[src/rtl/rsf_pkg.sv]
/*
 * rsf_pkg: constants, field layouts and types of the regulator fault
 * supervisor. Assumes a 10 MHz core clock and a 32-bit Avalon-MM bus.
 */
// Functional notes
// RQ1: timer codes 0..10 give 1 ms doubling to 1024 ms; code 11 gives 2056 ms.
// RQ2: codes 12..14 are reserved for the host; code 15 turns the timer off.
// RQ3: each rail has ignore bits for current limit, overvoltage, undervoltage.
// RQ4: ignore bits load their start value from one-time-programmed inputs.
// RQ5: ignored faults skip counter, timer, rail shutdown and power-good drop.
// RQ6: ignored faults still set their latch and may drive the interrupt.
// RQ7: gate select 0 frees reset; OV/UV arm after release and blanking.
// RQ8: gate select 1 releases host reset only when rails are in regulation.
// RQ9: OV/UV stay masked until reset is ready; then enabled rails are checked.
// RQ10: a bad rail holds reset and pauses the sequence for up to 2 ms.
// RQ11: still out of regulation after 2 ms aborts and turns off enabled rails.
// RQ12: rails enabled after release are monitored and enter fault protection.
// RQ13: faults after release never stop the rest of the power-up sequence.
// RQ14: in GPIO mode the power-good pin is free; reset needs one rail first.
// RQ15: latches set on their event, read anytime, clear on a written 1.
// RQ16: mask 1 keeps a latch off the interrupt pin; mask 0 lets it pull low.
// RQ17: sense bits show the live unlatched fault signals.
// RQ18: the interrupt pin is low when any unmasked latch is set.
// RQ19: in power-good mode the pin shows OV/UV failure at the reset point.
// RQ20: a fault runs the window timer; clear resets it, expiry powers down.
// RQ21: each fault bumps the 4-bit counter until the limit; limit 0 disables.
// RQ22: keep-on bit 0 turns the rail off on that fault, 1 keeps it running.
// RQ23: writing 0 to a latch bit leaves that latch unchanged.
package rsf_pkg;
	localparam int N_RAIL = 4;
	localparam int N_FLT  = 3 * N_RAIL;

	// *************************************************************
	// timing
	// *************************************************************
	localparam int CLK_PERIOD_NS = 100;
	localparam int MS_TIME_US    = 1000;
	localparam int HOLD_TIME_US  = 2000;
	localparam int BLANK_TIME_US = 10;
	localparam int MS_CYC    = MS_TIME_US * 1000 / CLK_PERIOD_NS;
	localparam int HOLD_CYC  = HOLD_TIME_US * 1000 / CLK_PERIOD_NS;
	localparam int BLANK_CYC = BLANK_TIME_US * 1000 / CLK_PERIOD_NS;

	// *************************************************************
	// fault window codes
	// *************************************************************
	localparam logic [3:0]  TMR_LAST_POW = 4'hA;
	localparam logic [3:0]  TMR_CODE_LONG = 4'hB;
	localparam logic [3:0]  TMR_CODE_OFF  = 4'hF;
	localparam logic [11:0] TMR_LONG_MS   = 12'h808;
	localparam logic [11:0] TMR_BASE_MS   = 12'h001;

	// *************************************************************
	// register map (byte addresses)
	// *************************************************************
	localparam logic [4:0] A_CTRL   = 5'h00;
	localparam logic [4:0] A_IGNORE = 5'h04;
	localparam logic [4:0] A_KEEP   = 5'h08;
	localparam logic [4:0] A_LATCH  = 5'h0C;
	localparam logic [4:0] A_MASK   = 5'h10;
	localparam logic [4:0] A_SENSE  = 5'h14;
	localparam logic [4:0] A_STATUS = 5'h18;

	localparam int F_TMR_LO   = 0;
	localparam int F_LIM_LO   = 4;
	localparam int F_PGVAL    = 8;
	localparam int F_CNT_LO   = 0;
	localparam int F_ST_TMR   = 4;
	localparam int F_ST_HOLD  = 5;
	localparam int F_ST_ABORT = 6;
	localparam int F_ST_REL   = 7;
	localparam int F_ST_PDN   = 8;

	localparam logic [N_FLT-1:0] KEEP_RST = 12'h000;
	localparam logic [N_FLT-1:0] MASK_RST = 12'h000;

	typedef enum logic [4:0] {
		ST_WAIT  = 5'h01,
		ST_CHECK = 5'h02,
		ST_HOLD  = 5'h04,
		ST_RUN   = 5'h08,
		ST_ABORT = 5'h10
	} rsf_state_t;

	// fault vectors are ordered current limit, overvoltage, undervoltage
	typedef struct packed {
		logic [N_RAIL-1:0] uv;
		logic [N_RAIL-1:0] ov;
		logic [N_RAIL-1:0] ilim;
	} rsf_flt_t;

	typedef struct packed {
		logic [4:0]  address;
		logic        read;
		logic        write;
		logic [3:0]  byteenable;
		logic [31:0] writedata;
	} rsf_avs_req_t;
endpackage : rsf_pkg

[src/rtl/rsf_supervisor.sv]
/*
 * rsf_supervisor: fault window timer, per-rail ignore and keep-on
 * controls, power-up reset gating with a 2 ms recovery window, and the
 * latch/mask/sense interrupt set, all behind an Avalon-MM slave.
 * Assumes fault and regulation inputs are synchronous to i_clk and that
 * the power-up sequencer reports enabled rails and the reset slot.
 */
// Implementation choices: the register addresses and register access over Avalon-MM.
`timescale 1ns/1ps
`default_nettype none
module rsf_supervisor import rsf_pkg::*; #(
	parameter int MS_CYCLES    = MS_CYC,
	parameter int HOLD_CYCLES  = HOLD_CYC,
	parameter int BLANK_CYCLES = BLANK_CYC
) (
	input  wire logic              i_clk,
	input  wire logic              i_rst_n,
	input  wire rsf_avs_req_t      i_avs,
	output logic [31:0]            o_avs_readdata,
	output logic                   o_avs_waitrequest,
	input  wire rsf_flt_t          i_fault_raw,
	input  wire logic [N_RAIL-1:0] i_internal_regulation_ok,
	input  wire logic [N_RAIL-1:0] i_rail_enabled,
	input  wire logic              i_reset_slot_ready,
	input  wire rsf_flt_t          i_otp_ignore,
	input  wire logic [3:0]        i_otp_timer_fault,
	input  wire logic [3:0]        i_otp_fault_count_limit,
	input  wire logic              i_otp_regulation_gate_sel,
	input  wire logic              i_otp_pg_mode,
	output logic                   o_host_reset_out_n,
	output logic                   o_irq_n_out,
	output logic                   o_power_good_pin,
	output logic [N_RAIL-1:0]      o_rail_off,
	output logic                   o_seq_pause,
	output logic                   o_powerdown_req
);
	// *************************************************************
	// elaboration checks
	// *************************************************************
	if (MS_CYCLES < 1 || MS_CYCLES > 16383)
		$error("MS_CYCLES out of range");
	if (HOLD_CYCLES < 1 || HOLD_CYCLES > 32767)
		$error("HOLD_CYCLES out of range");
	if (BLANK_CYCLES < 1 || BLANK_CYCLES > 16383)
		$error("BLANK_CYCLES out of range");

	function automatic logic [31:0] be_mask(input logic [3:0] be);
		be_mask = {{8{be[3]}}, {8{be[2]}}, {8{be[1]}}, {8{be[0]}}};
	endfunction : be_mask

	function automatic logic [11:0] window_ms(input logic [3:0] code);
		if (code <= TMR_LAST_POW)
			window_ms = TMR_BASE_MS << code;
		else if (code == TMR_CODE_LONG)
			window_ms = TMR_LONG_MS;
		else
			window_ms = 12'h000;
	endfunction : window_ms

	// *************************************************************
	// registers
	// *************************************************************
	rsf_state_t        state_reg, state_next;
	logic [3:0]        tmr_code_reg, lim_reg, cnt_reg;
	logic              pgval_reg;
	logic [N_FLT-1:0]  ign_reg, keep_reg, latch_reg, mask_reg;
	logic [N_FLT-1:0]  armed_prev_reg, eff_prev_reg;
	logic              ack_reg, wait_reg;
	logic [31:0]       rdata_reg;
	logic              rel_reg, blank_done_reg, pdn_reg;
	logic [13:0]       blank_cnt_reg, ms_pre_reg;
	logic [11:0]       ms_cnt_reg;
	logic [14:0]       hold_cnt_reg;
	logic              irq_n_reg, pg_reg, rst_n_reg, pause_reg;
	logic [N_RAIL-1:0] off_reg;

	// *************************************************************
	// bus decode: one wait cycle, answer in the second
	// *************************************************************
	wire        req       = i_avs.read | i_avs.write;
	wire        ack_next  = req & ~ack_reg;
	wire        wr_ok     = ack_reg & i_avs.write;
	wire [31:0] bm        = be_mask(i_avs.byteenable);
	wire [31:0] wd        = i_avs.writedata & bm;
	wire        wr_ctrl   = wr_ok & (i_avs.address == A_CTRL);
	wire        wr_ign    = wr_ok & (i_avs.address == A_IGNORE);
	wire        wr_keep   = wr_ok & (i_avs.address == A_KEEP);
	wire        wr_latch  = wr_ok & (i_avs.address == A_LATCH);
	wire        wr_mask   = wr_ok & (i_avs.address == A_MASK);
	wire        wr_status = wr_ok & (i_avs.address == A_STATUS);
	wire [31:0] ctrl_word = {23'h0, pgval_reg, lim_reg, tmr_code_reg};
	wire [31:0] ctrl_new  = (ctrl_word & ~bm) | wd;
	wire [N_FLT-1:0] bm12 = bm[N_FLT-1:0];
	wire [N_FLT-1:0] ign_new  = (ign_reg & ~bm12) | wd[N_FLT-1:0];
	wire [N_FLT-1:0] keep_new = (keep_reg & ~bm12) | wd[N_FLT-1:0];
	wire [N_FLT-1:0] mask_new = (mask_reg & ~bm12) | wd[N_FLT-1:0];
	wire [N_FLT-1:0] clr = wr_latch ? wd[N_FLT-1:0] : '0; // RQ23

	// *************************************************************
	// fault qualification
	// *************************************************************
	wire [N_FLT-1:0] raw   = i_fault_raw;
	wire [N_RAIL-1:0] en   = i_rail_enabled;
	wire ovuv_arm = rel_reg & blank_done_reg; // RQ7 RQ9
	wire [N_FLT-1:0] armed = raw & {{2{en & {N_RAIL{ovuv_arm}}}}, en}; // RQ12
	wire [N_FLT-1:0] eff   = armed & ~ign_reg; // RQ5
	wire [N_FLT-1:0] ev    = armed & ~armed_prev_reg;
	wire [N_FLT-1:0] eff_ev = eff & ~eff_prev_reg;
	wire [N_FLT-1:0] latch_next = (latch_reg & ~clr) | ev; // RQ6 RQ15
	wire [N_FLT-1:0] mask_next  = wr_mask ? mask_new : mask_reg;
	wire irq_n_next = ~|(latch_next & ~mask_next); // RQ16 RQ18
	wire [N_RAIL-1:0] eff_ovuv =
		eff[2*N_RAIL-1:N_RAIL] | eff[N_FLT-1:2*N_RAIL];
	wire [N_FLT-1:0] kill  = eff & ~keep_reg; // RQ22
	wire [N_RAIL-1:0] kill_rail =
		kill[N_RAIL-1:0] | kill[2*N_RAIL-1:N_RAIL] | kill[N_FLT-1:2*N_RAIL];

	// *************************************************************
	// fault counter and fault window timer
	// *************************************************************
	wire        any_ev   = |eff_ev;
	wire        cnt_full = (lim_reg != 4'h0) & (cnt_reg == lim_reg);
	wire        cnt_inc  = any_ev & (cnt_reg != lim_reg); // RQ21
	wire        cnt_trip = any_ev & cnt_full; // RQ21
	wire [11:0] win_ms   = window_ms(tmr_code_reg); // RQ1 RQ2
	wire        tmr_on   = (|eff) & (win_ms != 12'h000); // RQ20
	wire        ms_tick  = (ms_pre_reg == 14'(MS_CYCLES - 1));
	wire        tmr_exp  = tmr_on & ms_tick & (ms_cnt_reg + 12'h001 >= win_ms);

	// *************************************************************
	// power-up gating
	// *************************************************************
	wire rails_ok  = &(i_internal_regulation_ok | ~en) & ~|eff_ovuv;
	wire slot_ok   = i_reset_slot_ready & (|en); // RQ14
	wire hold_done = (hold_cnt_reg == 15'(HOLD_CYCLES - 1));
	wire rel_next  = (state_next == ST_RUN);
	wire pg_next   = i_otp_pg_mode
		? (state_reg == ST_RUN) & rails_ok // RQ19
		: pgval_reg; // RQ14

	always_comb begin
		state_next = state_reg;
		unique case (state_reg)
			ST_WAIT: begin
				if (slot_ok)
					state_next = ST_CHECK;
			end
			ST_CHECK: begin
				if (!i_otp_regulation_gate_sel || rails_ok) // RQ7 RQ8 RQ9
					state_next = ST_RUN;
				else
					state_next = ST_HOLD; // RQ10
			end
			ST_HOLD: begin
				if (rails_ok)
					state_next = ST_RUN; // RQ10
				else if (hold_done)
					state_next = ST_ABORT; // RQ11
			end
			ST_RUN:   state_next = ST_RUN; // RQ13
			ST_ABORT: state_next = ST_ABORT;
		endcase
	end

	wire [N_RAIL-1:0] off_next = (state_next == ST_ABORT)
		? (en | off_reg) : kill_rail; // RQ11 RQ22
	wire [31:0] sense_word = {20'h0, raw}; // RQ17
	wire [31:0] status_word = {23'h0, pdn_reg, rel_reg,
		state_reg == ST_ABORT, state_reg == ST_HOLD, tmr_on, cnt_reg};
	wire [31:0] rd_mux =
		(i_avs.address == A_CTRL)   ? ctrl_word :
		(i_avs.address == A_IGNORE) ? {20'h0, ign_reg} :
		(i_avs.address == A_KEEP)   ? {20'h0, keep_reg} :
		(i_avs.address == A_LATCH)  ? {20'h0, latch_reg} : // RQ15
		(i_avs.address == A_MASK)   ? {20'h0, mask_reg} :
		(i_avs.address == A_SENSE)  ? sense_word :
		(i_avs.address == A_STATUS) ? status_word : 32'h0;

	// *************************************************************
	// state
	// *************************************************************
	always_ff @(posedge i_clk) begin
		if (!i_rst_n) begin
			ack_reg   <= 1'b0;
			wait_reg  <= 1'b1;
			rdata_reg <= 32'h0;
		end else begin
			ack_reg   <= ack_next;
			wait_reg  <= ~ack_next;
			rdata_reg <= ack_next & i_avs.read ? rd_mux : 32'h0;
		end
	end

	always_ff @(posedge i_clk) begin
		if (!i_rst_n) begin
			tmr_code_reg <= i_otp_timer_fault;
			lim_reg      <= i_otp_fault_count_limit;
			pgval_reg    <= 1'b0;
			ign_reg      <= i_otp_ignore; // RQ4 RQ3
			keep_reg     <= KEEP_RST;
			mask_reg     <= MASK_RST;
		end else begin
			if (wr_ctrl) begin
				tmr_code_reg <= ctrl_new[F_TMR_LO +: 4]; // RQ2
				lim_reg      <= ctrl_new[F_LIM_LO +: 4];
				pgval_reg    <= ctrl_new[F_PGVAL];
			end
			if (wr_ign)
				ign_reg <= ign_new; // RQ3
			if (wr_keep)
				keep_reg <= keep_new;
			mask_reg <= mask_next;
		end
	end

	always_ff @(posedge i_clk) begin
		if (!i_rst_n) begin
			latch_reg      <= '0;
			armed_prev_reg <= '0;
			eff_prev_reg   <= '0;
			cnt_reg        <= 4'h0;
			ms_pre_reg     <= 14'h0;
			ms_cnt_reg     <= 12'h0;
			pdn_reg        <= 1'b0;
		end else begin
			latch_reg      <= latch_next;
			armed_prev_reg <= armed;
			eff_prev_reg   <= eff;
			if (cnt_inc)
				cnt_reg <= cnt_reg + 4'h1;
			else if (wr_status)
				cnt_reg <= wd[F_CNT_LO +: 4];
			ms_pre_reg <= (!tmr_on || ms_tick) ? 14'h0 : ms_pre_reg + 14'h1;
			ms_cnt_reg <= !tmr_on ? 12'h0 : ms_cnt_reg + {11'h0, ms_tick};
			if (tmr_exp || cnt_trip)
				pdn_reg <= 1'b1; // RQ20 RQ21
		end
	end

	always_ff @(posedge i_clk) begin
		if (!i_rst_n) begin
			state_reg      <= ST_WAIT;
			rel_reg        <= 1'b0;
			blank_cnt_reg  <= 14'h0;
			blank_done_reg <= 1'b0;
			hold_cnt_reg   <= 15'h0;
			irq_n_reg      <= 1'b1;
			pg_reg         <= 1'b0;
			rst_n_reg      <= 1'b0;
			pause_reg      <= 1'b0;
			off_reg        <= '0;
		end else begin
			state_reg <= state_next;
			rel_reg   <= rel_next;
			if (rel_reg && !blank_done_reg)
				blank_cnt_reg <= blank_cnt_reg + 14'h1;
			blank_done_reg <= rel_reg &
				(blank_cnt_reg >= 14'(BLANK_CYCLES - 1)); // RQ7
			hold_cnt_reg <= (state_reg == ST_HOLD) ? hold_cnt_reg + 15'h1
				: 15'h0;
			irq_n_reg <= irq_n_next;
			pg_reg    <= pg_next;
			rst_n_reg <= rel_next; // RQ8 RQ10
			pause_reg <= (state_next == ST_HOLD); // RQ10
			off_reg   <= off_next;
		end
	end

	assign o_avs_readdata     = rdata_reg;
	assign o_avs_waitrequest  = wait_reg;
	assign o_host_reset_out_n = rst_n_reg;
	assign o_irq_n_out        = irq_n_reg;
	assign o_power_good_pin   = pg_reg;
	assign o_rail_off         = off_reg;
	assign o_seq_pause        = pause_reg;
	assign o_powerdown_req    = pdn_reg;
endmodule : rsf_supervisor
`default_nettype wire

[config.mk]
export PLATFORM = sky130hd
export DESIGN_NAME = rsf_supervisor
export DESIGN_NICKNAME = d
export VERILOG_FILES = /design/src/rtl/rsf_pkg.sv /design/src/rtl/rsf_supervisor.sv
export SDC_FILE = /design/constraint.sdc
export NUM_CORES = 1
export LEC_CHECK = 0
export ABC_AREA = 0
export BUFFER_PORTS_ARGS = -buffer_cell sky130_fd_sc_hd__buf_2
export CAP_MARGIN = 20
export CORE_UTILIZATION = 62
export CTS_BUF_LIST = sky130_fd_sc_hd__clkbuf_16
export DETAILED_ROUTE_END_ITERATION = 8
export PLACE_DENSITY = 0.82
export SLEW_MARGIN = 20
export SYNTH_ARGS = -nofsm -noshare
export SYNTH_HDL_FRONTEND = slang
export SYNTH_SLANG_ARGS = --single-unit
[constraint.sdc]
create_clock -name i_clk -period 4.8 [get_ports i_clk]
set_input_delay 0.48 -clock i_clk [delete_from_list [all_inputs] [get_ports i_clk]]
set_output_delay 0.48 -clock i_clk [all_outputs]
set_load 0.005 [all_outputs]
==> After elaboration in Yosys (flattened, before gate mapping) <==
Index checks and enable logic that the tools add are counted.
{ "classes": {"addsub": 6, "order_cmp": 3, "eq_ne": 21, "shifts": 1, "muxes": 26, "n_bitwise": 57, "reduce_logical": 25} }
{ "op_table": {"columns": ["operator", "count"], "rows": [
  ["12-bit bitwise AND", 11],
  ["12-bit 2-to-1 mux", 11],
  ["12-bit inverter", 7],
  ["12-bit bitwise OR", 4],
  ["12-bit OR reduction", 3],
  ["4-bit 2-to-1 mux", 8],
  ["14-bit by 1-bit adder with 14-bit output (second input constant)", 2],
  ["5-bit == test (second input constant)", 5],
  ["5-bit case mux with 5 select lines", 1],
  ["1-bit bitwise AND", 20],
  ["5-bit by 4-bit == test with 1-bit output (second input constant)", 4],
  ["4-bit bitwise OR", 5],
  ["9-bit 2-to-1 mux", 2],
  ["15-bit by 1-bit adder with 15-bit output (second input constant)", 1],
  ["15-bit == test (second input constant)", 1],
  ["5-bit by 3-bit == test with 1-bit output (second input constant)", 3],
  ["5-bit 2-to-1 mux", 3],
  ["14-bit == test (second input constant)", 1],
  ["14-bit by 7-bit >= comparator with 1-bit output (second input constant)", 1],
  ["12-bit by 1-bit adder with 12-bit output", 1],
  ["12-bit by 1-bit adder with 12-bit output (second input constant)", 1],
  ["12-bit >= comparator", 1],
  ["12-bit nonzero test", 1],
  ["1-bit by 4-bit left shift with 12-bit output (first input constant)", 1],
  ["other kinds (28)", 41]
]} }
{ "word_totals": {"register_bits": 189, "in_bits": 88, "output_inout_bits": 42, "elab_cells": 166} }

==> Depth between registers and ports, before layout <==
Gate-level depths: netlist (run 1).
{ "logic_depth": {"word_depth": 13, "depth_mapped": 13, "depth_no_buf": 12} }

==> Worst setup path after synthesis (run 1) <==
No wires, ideal clock.
{ "synth_timing": {"path_kind": "flip-flop to flip-flop", "start": "reg ms_cnt_reg[2]", "end": "reg pdn_reg (netlist: o_powerdown_req)", "setup_ps": 124, "t_arrival_ps": 2433, "required_ps": 4676, "path_slack_ps": 2243, "path_stages_with_launch": 14, "path_buffers": 1, "period_less_slack_ps": 2557, "path_cell_list": "dfxtp_1 -> clkbuf_1 -> and4_1 -> and2_0 -> and3_1 -> nand3_1 -> xnor2_1 -> ha_1 -> a21o_1 -> a21o_1 -> a21oi_1 -> o31ai_1 -> a21oi_1 -> o31ai_1"} }
{ "synth_via": {"elab_chain_cells": 4} }
{ "synth_lines": {"columns": ["element", "line", "text"], "rows": [
  ["start, declared", "rsf_supervisor.sv:72", "logic [11:0] ms_cnt_reg;"],
  ["start signal, assigned", "rsf_supervisor.sv:234", "ms_cnt_reg <= !tmr_on ? 12'h0 : ms_cnt_reg + {11'h0, ms_tick};"],
  ["12-bit by 1-bit adder with 12-bit output", "rsf_supervisor.sv:128", "wire tmr_exp = tmr_on & ms_tick & (ms_cnt_reg + 12'h001 >= win_ms);"],
  ["12-bit >= comparator", "rsf_supervisor.sv:128", null],
  ["1-bit bitwise AND", "rsf_supervisor.sv:128", null],
  ["1-bit logical OR", "rsf_supervisor.sv:235", "if (tmr_exp || cnt_trip)"],
  ["end signal, assigned", "rsf_supervisor.sv:224", "pdn_reg <= 1'b0;"],
  ["end signal, assigned", "rsf_supervisor.sv:236", "pdn_reg <= 1'b1;"],
  ["end, declared", "rsf_supervisor.sv:70", "logic rel_reg, blank_done_reg, pdn_reg;"]
]} }
Every way passes these cells.
A chain may end at the register's enable or synchronous reset.

==> Final worst setup path (run 1) <==
{ "layout_timing": {"start": "reg blank_done_reg", "end": "reg cnt_reg[0]"} }
{ "layout_via": {"elab_chain_cells": 8, "word_cells_on_any_way": 9, "classes_between": "mux: 1; bitwise: 6; reduce/logical: 2"} }
{ "layout_lines": {"columns": ["element", "line", "text"], "rows": [
  ["start, declared", "rsf_supervisor.sv:70", null],
  ["start signal, assigned", "rsf_supervisor.sv:257", "blank_done_reg <= rel_reg &"],
  ["1-bit bitwise AND *", "rsf_supervisor.sv:104", "wire ovuv_arm = rel_reg & blank_done_reg;"],
  ["4-bit bitwise AND *", "rsf_supervisor.sv:105", "wire [N_FLT-1:0] armed = raw & {{2{en & {N_RAIL{ovuv_arm}}}}, en};"],
  ["12-bit bitwise AND *", "rsf_supervisor.sv:105", null],
  ["12-bit bitwise AND *", "rsf_supervisor.sv:106", "wire [N_FLT-1:0] eff = armed & ~ign_reg;"],
  ["12-bit bitwise AND *", "rsf_supervisor.sv:108", "wire [N_FLT-1:0] eff_ev = eff & ~eff_prev_reg;"],
  ["12-bit OR reduction *", "rsf_supervisor.sv:121", "wire any_ev = |eff_ev;"],
  ["1-bit bitwise AND *", "rsf_supervisor.sv:123", "wire cnt_inc = any_ev & (cnt_reg != lim_reg);"],
  ["4-bit 2-to-1 mux or 2-bit nonzero test (tied branches)", null, null],
  ["end signal, assigned", "rsf_supervisor.sv:230", "cnt_reg <= cnt_reg + 4'h1;"],
  ["end signal, assigned", "rsf_supervisor.sv:232", "cnt_reg <= wd[F_CNT_LO +: 4];"],
  ["end, declared", "rsf_supervisor.sv:64", "logic [3:0] tmr_code_reg, lim_reg, cnt_reg;"]
]} }
Mark *: on every way between the ends. The rest lies on a longest branch, timed or not.

==> reports/metrics.yaml, run 1 <==
floorplan:
  core-area_mm2: 0.0132
  die_w_um: 118
  die-area_mm2: 0.0140
  ios: 130
  rows: 42
  die_h_um: 118
  start_util_pct: 63.4
placed_design:
  gp_congestion: 1.01
  portBuffers: 87
  dp_hpwl_mm: 15.6
pwr:
  comb_power_share_pct: 7.3
  p_int_uw: 2490
  seqPwrFrac_pct: 46.3
  irDropWorstVdd_mv: 0.248
  power.density_mw_per_mm2: 344
  power_switching_uw: 760
  cellLeakagePower_uw: 0.00373
  clkPwrFrac_pct: 46.5
  p_sw_share_pct: 23.3
timing:
  tightest_slew_ns: 1.15
  rsz0062_at_grt: "no"
  period_needed_ns: 2.86
  finalSetupViolCount: 0
  finalCritPeriodShare_pct: 59.6
  fmax_mhz: 349
  fin_setup_tns_ns: 0
  skew_ns: 0.00741
  hold_violations: 0
  worst_hold_slack_ns: 0.326
  relSlewSlack_pct: 23.1
  final_max_slew_viol_count: 0
worst_setup_path:
  path_class: "flip-flop to flip-flop"
  critPathLaunchType: "flip-flop"
  critPathArrivalTime_ns: 3.19
  worstPathCellList: "nand4_1, nor3_1, nor3_1, a31oi_1, o21ai_0, o311a_1"
  critical_path_required_ns: 5.12
  crit_path_end_kind: "flip-flop"
  worstReg2RegStart: "blank_done_reg"
  cpMostUsedCell: "nor3_1"
  slowest_stage: "a31oi_1"
  cp_max_fo: 17
  cpPeakStageDelay_ns: 0.77
  startpoint: "blank_done_reg"
flow_run:
  drv_cap: 0
synth:
  muxShareOfSynthArea_pct: 2.89
  async_flop_share_pct: 0
  synth_edf_count: 20
  synth_simple_gate_area_share_pct: 24.3
  avgSynthCellArea_um2: 8.51
  synth-xor-area-share_pct: 5.97
  netlist_instances: 983
  yosysUniqueCellTypes: 72
  synth-main-ff-cell: "dfxtp_1"
  synth_compound_area_share_pct: 15.3
  synthAdderAreaFrac_pct: 2.84
  ys_warn_count: 0
  ys_seq_area_share_pct: 42.8
  ys_ff_latch: 169
  syn_area_mm2: 0.00837
  synth_top_family_by_area: "simple AND/OR/NAND/NOR gates"
layout:
  drive_gt1_share_pct: 13.0
  layout.nets: 1158
  syn_to_final_growth_pct: 13.2
  final_util_pct: 71.8
  fill_cells: 1063
  seqCellArea_mm2: 0.00358
  multi_input_area_mm2: 0.00438
  layout_commonest_cell: "dfxtp_1"
  n_antenna_cell: 0
  final_cell_mix: "149 x dfxtp_1, 142 x nor2_1, 87 x buf_2"
global_route:
  grt_overflow: 0
  grt_pass1_wl_mm: 36.3
  antenna_found_initial: 0
  track_usage_pct: 33.4
  first_global_vias: 7184
  grt_max_degree: 67
cts:
  numCtsBuffers: 17
  hold_buffers: 0
  htree_levels: 4
  clkTransAtPathRegs_ns: 0.06
  cts_sinks: 169
  cts_tree: "done"
  cts_root_buf: "clkbuf_16"
  postCtsResizedCells: 0
  cts_buffer_depth: 2
  clock_latency_ns: 0.44
  cts_setup_buffers: 0
route:
  drt_wl_total_mm: 22.9
  postRouteAntennaNets: 0
  vias: 7753
  drtIter0Drc: 1080
  via_per_inst: 6.26
  firstDrtPassIters: 6
  drc: 0
  routedWlPerCell_um: 18.5
min_path:
  min_path_type: "primary input to flip-flop"
  min_from: "i_fault_raw[10]"
status:
  status: "finished clean"
[through the flow]
| step | cell area, um^2 | power (uW) | setup WS (ns) | instances |
|---|---|---|---|---|
| after floorplan | 8440 | 1670 | 2.24 | 1002 |
| after global routing | 9470 | 3340 | 1.75 | 1239 |
| final | 9470 | 3250 | 1.94 | 1239 |
| after detailed placement | 8820 | 1760 | 1.93 | 1207 |
| after CTS | 9470 | 3250 | 1.97 | 1238 |
| after global placement | 8820 | 1750 | 1.93 | 1207 |
[path summary, 6_finish.rpt]
| check | cells past startpoint | slack [ns] | endpoint |
|---|---|---|---|
| worst max-delay path | 6 | 1.94 | cnt_reg[0] |
| worst min register to register | 1 | 0.45 | ms_pre_reg[0] |
| worst max register to register | 6 | 1.94 | cnt_reg[0] |
| worst min-delay path | 3 | 0.33 | armed_prev_reg[10] |
[worst max-delay path, delay by kind of cell, from the launching register on]
kind             cells  cell delay, ns
AO/OA/AOI/OAI        3            1.19
flip-flops           1            0.71
AND/OR/NAND/NOR      3            0.85
[synthesized netlist by cell type, types with 9 or more instances]
library cell | n | area share, %
clkbuf_1 | 33 | 1.5
nand3_1 | 44 | 2.6
a221oi_1 | 9 | 0.94
nor2_1 | 142 | 6.4
a21oi_1 | 51 | 3.1
o21ai_0 | 60 | 3.6
ha_1 | 19 | 2.8
a31oi_1 | 11 | 0.82
mux2i_1 | 23 | 2.8
and4_1 | 10 | 1.0
nand4_1 | 20 | 1.5
xor2_1 | 35 | 3.7
nor3_1 | 38 | 2.3
nor2b_1 | 9 | 0.67
and3_1 | 16 | 1.2
inv_1 | 40 | 1.8
dfxtp_1 | 149 | 36
edfxtp_1 | 20 | 7.2
buf_4 | 21 | 1.9
o22ai_1 | 14 | 1.0
xnor2_1 | 22 | 2.3
nand2_1 | 73 | 3.3
[logic make-up (layout without fill, tap and decap cells)]
logic type / Yosys count / in the layout
muxes: 24 / 24
and+or+nand+nor: 408 / 408
DFF: 169 / 169
other: 1 / 20
adders and majority gates: 19 / 19
buffers and inverters: 105 / 166
xor gates and xnor gates: 57 / 57
AOI/OAI and AO/OA: 200 / 200
[power groups by stage]
stage               logic (uW)  registers (uW)  clock network [uW]
floorplan                  153            1520                   0
global placement           222            1530                   0
detailed placement         227            1530                   0
CTS                        230            1500                1520
global route               257            1510                1580
finish                     237            1510                1510
[metal layers]
| layer | wire, um | part of all wire, % | GRT usage [%] |
|---|---|---|---|
| met5 | 0 | 0 | 0 |
| met4 | 1050 | 4.6 | 17.4 |
| met3 | 2420 | 11 | 7.19 |
| met2 | 10300 | 45 | 52.2 |
| met1 | 9090 | 40 | 43.5 |
[final cells by class]
| cell class | count | area share (%) |
|---|---|---|
| multi-input cells | 728 | 46.2 |
| flip-flops and latches | 169 | 37.8 |
| repair buffers | 94 | 5.15 |
| clock buffers | 18 | 4.75 |
| well taps | 176 | 2.32 |
| clock inverters | 13 | 2.11 |
| inverters | 41 | 1.62 |
Power figures use the tool's default switching activity.
==> inputs of run 2 (changes only) <==
--- a/config.mk
+++ b/config.mk
@@ -5,13 +5,13 @@
 export SDC_FILE = /design/constraint.sdc
 export NUM_CORES = 1
 export LEC_CHECK = 0
-export ABC_AREA = 0
+export ABC_AREA = 1
 export BUFFER_PORTS_ARGS = -buffer_cell sky130_fd_sc_hd__buf_2
 export CAP_MARGIN = 20
-export CORE_UTILIZATION = 62
+export CORE_UTILIZATION = 52
 export CTS_BUF_LIST = sky130_fd_sc_hd__clkbuf_16
 export DETAILED_ROUTE_END_ITERATION = 8
-export PLACE_DENSITY = 0.82
+export PLACE_DENSITY = 0.73
 export SLEW_MARGIN = 20
 export SYNTH_ARGS = -nofsm -noshare
 export SYNTH_HDL_FRONTEND = slang
==> constraint.sdc (replaced) <==
create_clock -name i_clk -period 2.6 [get_ports i_clk]
set_input_delay 0.26 -clock i_clk [delete_from_list [all_inputs] [get_ports i_clk]]
set_output_delay 0.26 -clock i_clk [all_outputs]
set_load 0.005 [all_outputs]
==> run 2 against run 1 <==
Hold slack worse by 0.29 ns. Combinational power grew 88%. Sequential share of layout area fell by 0.64 points. Flip-flop and latch count unchanged. Synthesized cell count grew 19%. Power rose by 71%. Register-to-register slack lost 1.7 ns. Critical path depth up 12. Cell count grew 21%. Final area rose by 1.7%. Fmax up 22%. Clock skew rose by 0.0041 ns. Highest routed layer unchanged.
==> reports/metrics.yaml, run 2 <==
layout:
  layout.nets: 1371
  n_antenna_cell: 0
  final_cell_mix: "256 x nand2_1, 174 x inv_1, 149 x dfxtp_1"
  fill_cells: 1482
  design_area_mm2: 0.00964
  final_util_pct: 60.7
  layout_commonest_cell: "nand2_1"
  syn_to_final_growth_pct: 14.2
  drive_gt1_share_pct: 14.2
timing:
  fin_setup_tns_ns: 0
  final_max_slew_viol_count: 0
  fmax_mhz: 426
  rsz0062_at_grt: "no"
  finalCritPeriodShare_pct: 90.2
  finalSetupViolCount: 0
  period_needed_ns: 2.35
  setup_slack_ns: 0.254
  tightest_slew_ns: 0.556
  relSlewSlack_pct: 62.5
  skew_ns: 0.0116
  hold_violations: 0
route:
  vias: 7816
  drtIter0Drc: 621
  drc: 0
  postRouteAntennaNets: 0
  routedWlPerCell_um: 14.6
  firstDrtPassIters: 5
  via_per_inst: 5.24
  drt_wl_total_mm: 21.8
pwr:
  irDropWorstVdd_mv: 0.499
  finalPower_uw: 5570
  cellLeakagePower_uw: 0.00416
  power.density_mw_per_mm2: 579
synth:
  synth_edf_count: 20
  syn_area_mm2: 0.00844
  netlist_instances: 1170
  yosysUniqueCellTypes: 47
  synth.cells.most_frequent: "256 x nand2_1, 174 x inv_1, 149 x dfxtp_1"
  ys_seq_area_share_pct: 42.5
  synth_area_leaders: "dfxtp_1 35%, nand2_1 11%, inv_1 7.7%, edfxtp_1 7.1%, nor2_1 6.4%"
  ys_ff_latch: 169
  ys_warn_count: 0
  avgSynthCellArea_um2: 7.21
  yosysTopAreaCellShare_pct: 35.3
  yosysTopAreaCell: "dfxtp_1"
  synth-main-ff-cell: "dfxtp_1"
  async_flop_share_pct: 0
  yosysMostFrequentCell: "nand2_1"
floorplan:
  core-area_mm2: 0.0159
  die_w_um: 129
  die_h_um: 129
  rows: 46
  start_util_pct: 53.1
  ios: 130
  die-area_mm2: 0.0167
cts:
  cts_buffer_depth: 2
  numCtsBuffers: 17
  postCtsResizedCells: 0
  cts_tree: "done"
  hold_buffers: 0
  htree_levels: 4
  cts_setup_buffers: 0
  cts_sinks: 169
  clock_latency_ns: 0.43
  cts_root_buf: "clkbuf_16"
  clkTransAtPathRegs_ns: 0.06
worst_setup_path:
  cpPeakStageDelay_ns: 0.36
  slowest_stage: "dfxtp_1"
  critPathTopFamily: "simple AND/OR/NAND/NOR gates"
  cp_max_fo: 3
  critical_path_required_ns: 2.90
  critPathLaunchType: "flip-flop"
  worstPathCellList: "ha_1, nand2_1, nor2_2, inv_1, nor2_2, nand2_1, xor2_1, ha_1, nand2_1, inv_1, nand3_1, nor2_1, nand2_1, o2111ai_1, nor2_1, nor2_1, nor2_1, nor2_1"
  critPathArrivalTime_ns: 2.65
  path_class: "flip-flop to flip-flop"
  cp.buffers_inverters: 2
  crit_path_end_kind: "flip-flop"
  cpMostUsedCell: "nor2_1"
global_route:
  antenna_found_initial: 0
  grt_pass1_wl_mm: 34.7
  first_global_vias: 7074
  track_usage_pct: 27.1
  grt_overflow: 0
  grt_max_degree: 86
placed_design:
  portBuffers: 87
  gp_congestion: 0.939
  pre_cts_ws_ns: 0.203
  dp_hpwl_mm: 16.5
  placed_cell_area_mm2: 0.00908
min_path:
  min_path_type: "primary input to flip-flop"
status:
  status: "finished clean"
flow_run:
  drv_cap: 0
-- run 2: per-layer routing --
metal	share of wire (%)	GRT usage, %	routed length (um)	up-vias
met5	0	0	0	-
li1	-	-	-	3914
met2	45	43.7	9810	304
met4	2.3	9.97	498	0
met3	9.1	5.53	1980	36
met1	44	35.9	9480	3562
-- run 2: worst paths after layout --
path / cells past startpoint / slack (ns) / start / to
worst min-delay path: 2 / 0.04 / i_otp_pg_mode / o_power_good_pin
worst min register to register: 1 / 0.46 / hold_cnt_reg[0] / hold_cnt_reg[0]
worst max register to register: 18 / 0.25 / ms_cnt_reg[1] / o_powerdown_req
worst max-delay path: 18 / 0.25 / ms_cnt_reg[1] / o_powerdown_req
-- run 2: cell type report --
type                            instances  area [um^2]  share of cell area, %
Clock buffer                           17          425                   4.41
Inverter                              178          668                   6.93
Sequential cell                       169         3580                   37.2
Clock inverter                         15          126                   1.31
Tap cell                              216          270                   2.80
Timing Repair Buffer                  103          568                   5.89
Multi-Input combinational cell        795         4000                   41.5
-- run 2: where the power goes --
part	switching (uW)	internal (uW)	total (uW)	leakage (uW)
clock network	1070	1320	2390	0.000274
logic	299	146	446	0.00247
registers	44.4	2700	2740	0.00141
-- run 2: through the flow --
| step | instances | hold WS, ns |
|---|---|---|
| 3_5_place_dp | 1461 | 0.448 |
| 6_report | 1493 | 0.0374 |
| 3_3_place_gp | 1461 | 0.434 |
| 5_1_grt | 1493 | 0.0458 |
| 2_1_floorplan | 1189 | 0.354 |
| 4_1_cts | 1493 | 0.0367 |
-- run 2: kinds of logic (layout without fill, tap and decap cells) --
kind of cell / count (synthesis) / count (layout) / synth area share [%]
adders and majority gates: 19 / 19 / 2.82
and+or+nand+nor: 543 / 543 / 28.5
buffers and inverters: 225 / 313 / 11.1
AOI/OAI and AO/OA: 189 / 189 / 12.6
xor gates and xnor gates: 24 / 24 / 2.49
other: 1 / 20 / 0.0444
DFF: 169 / 169 / 42.5
-- run 2: worst reg2reg max path, delay by kind of cell, from the launching register on --
| kind | cells | cell delay [ns] |
|---|---|---|
| XOR/XNOR | 1 | 0.15 |
| adder cells (fa/ha/maj) | 2 | 0.46 |
| flip-flops | 1 | 0.36 |
| buffers and inverters | 2 | 0.14 |
| AO/OA/AOI/OAI | 1 | 0.11 |
| AND/OR/NAND/NOR | 12 | 1.01 |
==> inputs of run 3 (changes only) <==
--- a/config.mk
+++ b/config.mk
@@ -8,10 +8,10 @@
 export ABC_AREA = 1
 export BUFFER_PORTS_ARGS = -buffer_cell sky130_fd_sc_hd__buf_2
 export CAP_MARGIN = 20
-export CORE_UTILIZATION = 52
+export CORE_UTILIZATION = 50
 export CTS_BUF_LIST = sky130_fd_sc_hd__clkbuf_16
 export DETAILED_ROUTE_END_ITERATION = 8
-export PLACE_DENSITY = 0.73
+export PLACE_DENSITY = 0.77
 export SLEW_MARGIN = 20
 export SYNTH_ARGS = -nofsm -noshare
 export SYNTH_HDL_FRONTEND = slang
==> run 3 against run 2 <==
Power is 0.51% higher. Clock power hardly changed. Non-clock buffer count stayed put. Hold slack better by 0.025 ns. Critical endpoint is now ms_cnt_reg[10]. Die area is 3.9% higher. Critical path type unchanged. Via count is 1.4% higher.
==> reports/metrics.yaml, run 3 (synthesis results as in run 2) <==
global_route:
  track_usage_pct: 25.9
  first_global_vias: 7280
  grt_overflow: 0
  grt_pass1_wl_mm: 35.4
  antenna_found_initial: 0
  grt_max_degree: 94
cts:
  cts_buffer_depth: 2
  cts_tree: "done"
  numCtsBuffers: 17
  cts_sinks: 169
  cts_root_buf: "clkbuf_16"
  htree_levels: 4
  hold_buffers: 0
  clkTransAtPathRegs_ns: 0.07
  clock_latency_ns: 0.43
timing:
  rsz0062_at_grt: "no"
  setup_slack_ns: 0.225
  fmax_mhz: 421
  final_max_slew_viol_count: 0
  period_needed_ns: 2.38
  finalSetupViolCount: 0
  worst_hold_slack_ns: 0.0624
  tightest_slew_ns: 0.566
  fin_setup_tns_ns: 0
  relSlewSlack_pct: 61.9
  finalCritPeriodShare_pct: 91.4
  skew_ns: 0.0113
  hold_violations: 0
route:
  postRouteAntennaNets: 0
  drtIter0Drc: 704
  firstDrtPassIters: 5
  drt_wl_total_mm: 22.0
  routedWlPerCell_um: 14.7
  via_per_inst: 5.29
  vias: 7922
  drc: 0
floorplan:
  start_util_pct: 51.1
  ios: 130
  die-area_mm2: 0.0174
  die_w_um: 132
  core-area_mm2: 0.0165
  rows: 47
  die_h_um: 132
pwr:
  clkPwrFrac_pct: 43.0
  p_int_uw: 4160
  power_switching_uw: 1440
  cellLeakagePower_uw: 0.00416
  power.density_mw_per_mm2: 581
  seqPwrFrac_pct: 49.0
  p_sw_share_pct: 25.7
  comb_power_share_pct: 8.0
  irDropWorstVdd_mv: 0.467
placed_design:
  dp_hpwl_mm: 16.5
  portBuffers: 87
  pre_cts_ws_ns: 0.0968
  gp_congestion: 0.940
  placed_cell_area_mm2: 0.00907
worst_setup_path:
  critical_path_required_ns: 2.92
  path_class: "flip-flop to flip-flop"
  critPathArrivalTime_ns: 2.69
  cp_max_fo: 4
  critPathLaunchType: "flip-flop"
  crit_path_end_kind: "flip-flop"
layout:
  fill_cells: 1519
  layout.nets: 1371
  n_antenna_cell: 0
  final_cell_mix: "256 x nand2_1, 174 x inv_1, 149 x dfxtp_1"
  design_area_mm2: 0.00964
  drive_gt1_share_pct: 14.3
  syn_to_final_growth_pct: 14.2
  layout_commonest_cell: "nand2_1"
min_path:
  min_path_type: "primary input to flip-flop"
status:
  status: "finished clean"
flow_run:
  drv_cap: 0
## run 3: cell types whose count changed in the layout (fill, tap and decap cells not counted)
| cell | previous run | this run |
|---|---|---|
| clkinv_4 | 3 | 0 |
| inv_4 | 2 | 4 |
| clkinv_1 | 2 | 1 |
| clkinv_2 | 3 | 4 |
| inv_6 | 1 | 2 |
| nor2_1 | 140 | 141 |
| nor2_2 | 15 | 14 |
| nor3_1 | 28 | 27 |
| nor3_2 | 1 | 2 |
## run 3: final cells by class
| cell class | count | area (um^2) | share of cell area [%] |
|---|---|---|---|
| multi-input combinational | 795 | 4000 | 41.5 |
| tap | 220 | 275 | 2.86 |
| sequential | 169 | 3580 | 37.2 |
| inverter | 178 | 668 | 6.93 |
| clock buffer | 17 | 425 | 4.41 |
| clock inverter | 15 | 123 | 1.27 |
| timing repair buffer | 103 | 568 | 5.89 |
## run 3: critical path: stages, from the launching register on
cell and delay, ns:
dfxtp_1 0.38, ha_1 0.19, nand2_1 0.10, nor2_1 0.14, nand4_1 0.15, inv_1 0.11, ha_1 0.21, ha_1 0.19
nand2_1 0.07, nor2_1 0.20, inv_1 0.10, nor2_2 0.18, nand2_1 0.11, nand2_1 0.08, a21oi_2 0.05
## run 3: worst paths after layout
check	start	to	slack [ns]	cells past startpoint
max reg2reg	ms_pre_reg[0]	ms_cnt_reg[10]	0.22	14
max	ms_pre_reg[0]	ms_cnt_reg[10]	0.22	14
min	i_otp_pg_mode	o_power_good_pin	0.06	2
min reg2reg	hold_cnt_reg[0]	hold_cnt_reg[0]	0.45	1
## run 3: per-stage QoR
stage	utilization (%)	std cells	power (uW)
finish	58.3	1497	5600
global route	58.3	1497	5770
CTS	58.2	1496	5610
detailed placement	54.9	1464	3240
global placement	54.9	1464	3230
floorplan	-	1189	3080
## run 3: repair_timing
action                                  CTS  global route
setup buffers                             0             1
resized for setup                         0             3
endpoints found under the hold margin     0             0
endpoints found under the setup margin    0             3
## run 3: power groups by stage
stage / Sequential [uW] / Combinational, uW / Clock [uW]
CTS: 2740 / 442 / 2420
finish: 2740 / 449 / 2410
detailed placement: 2800 / 439 / 0
floorplan: 2790 / 290 / 0
global route: 2750 / 495 / 2530
global placement: 2800 / 434 / 0
## run 3: per-layer routing
metal	up-vias	track usage [%]	share of wire (%)
met4	0	14.3	4.1
met2	377	40.2	45
met5	-	0	0
met3	61	5.88	9.4
met1	3570	33.5	41
li1	3914	-	-
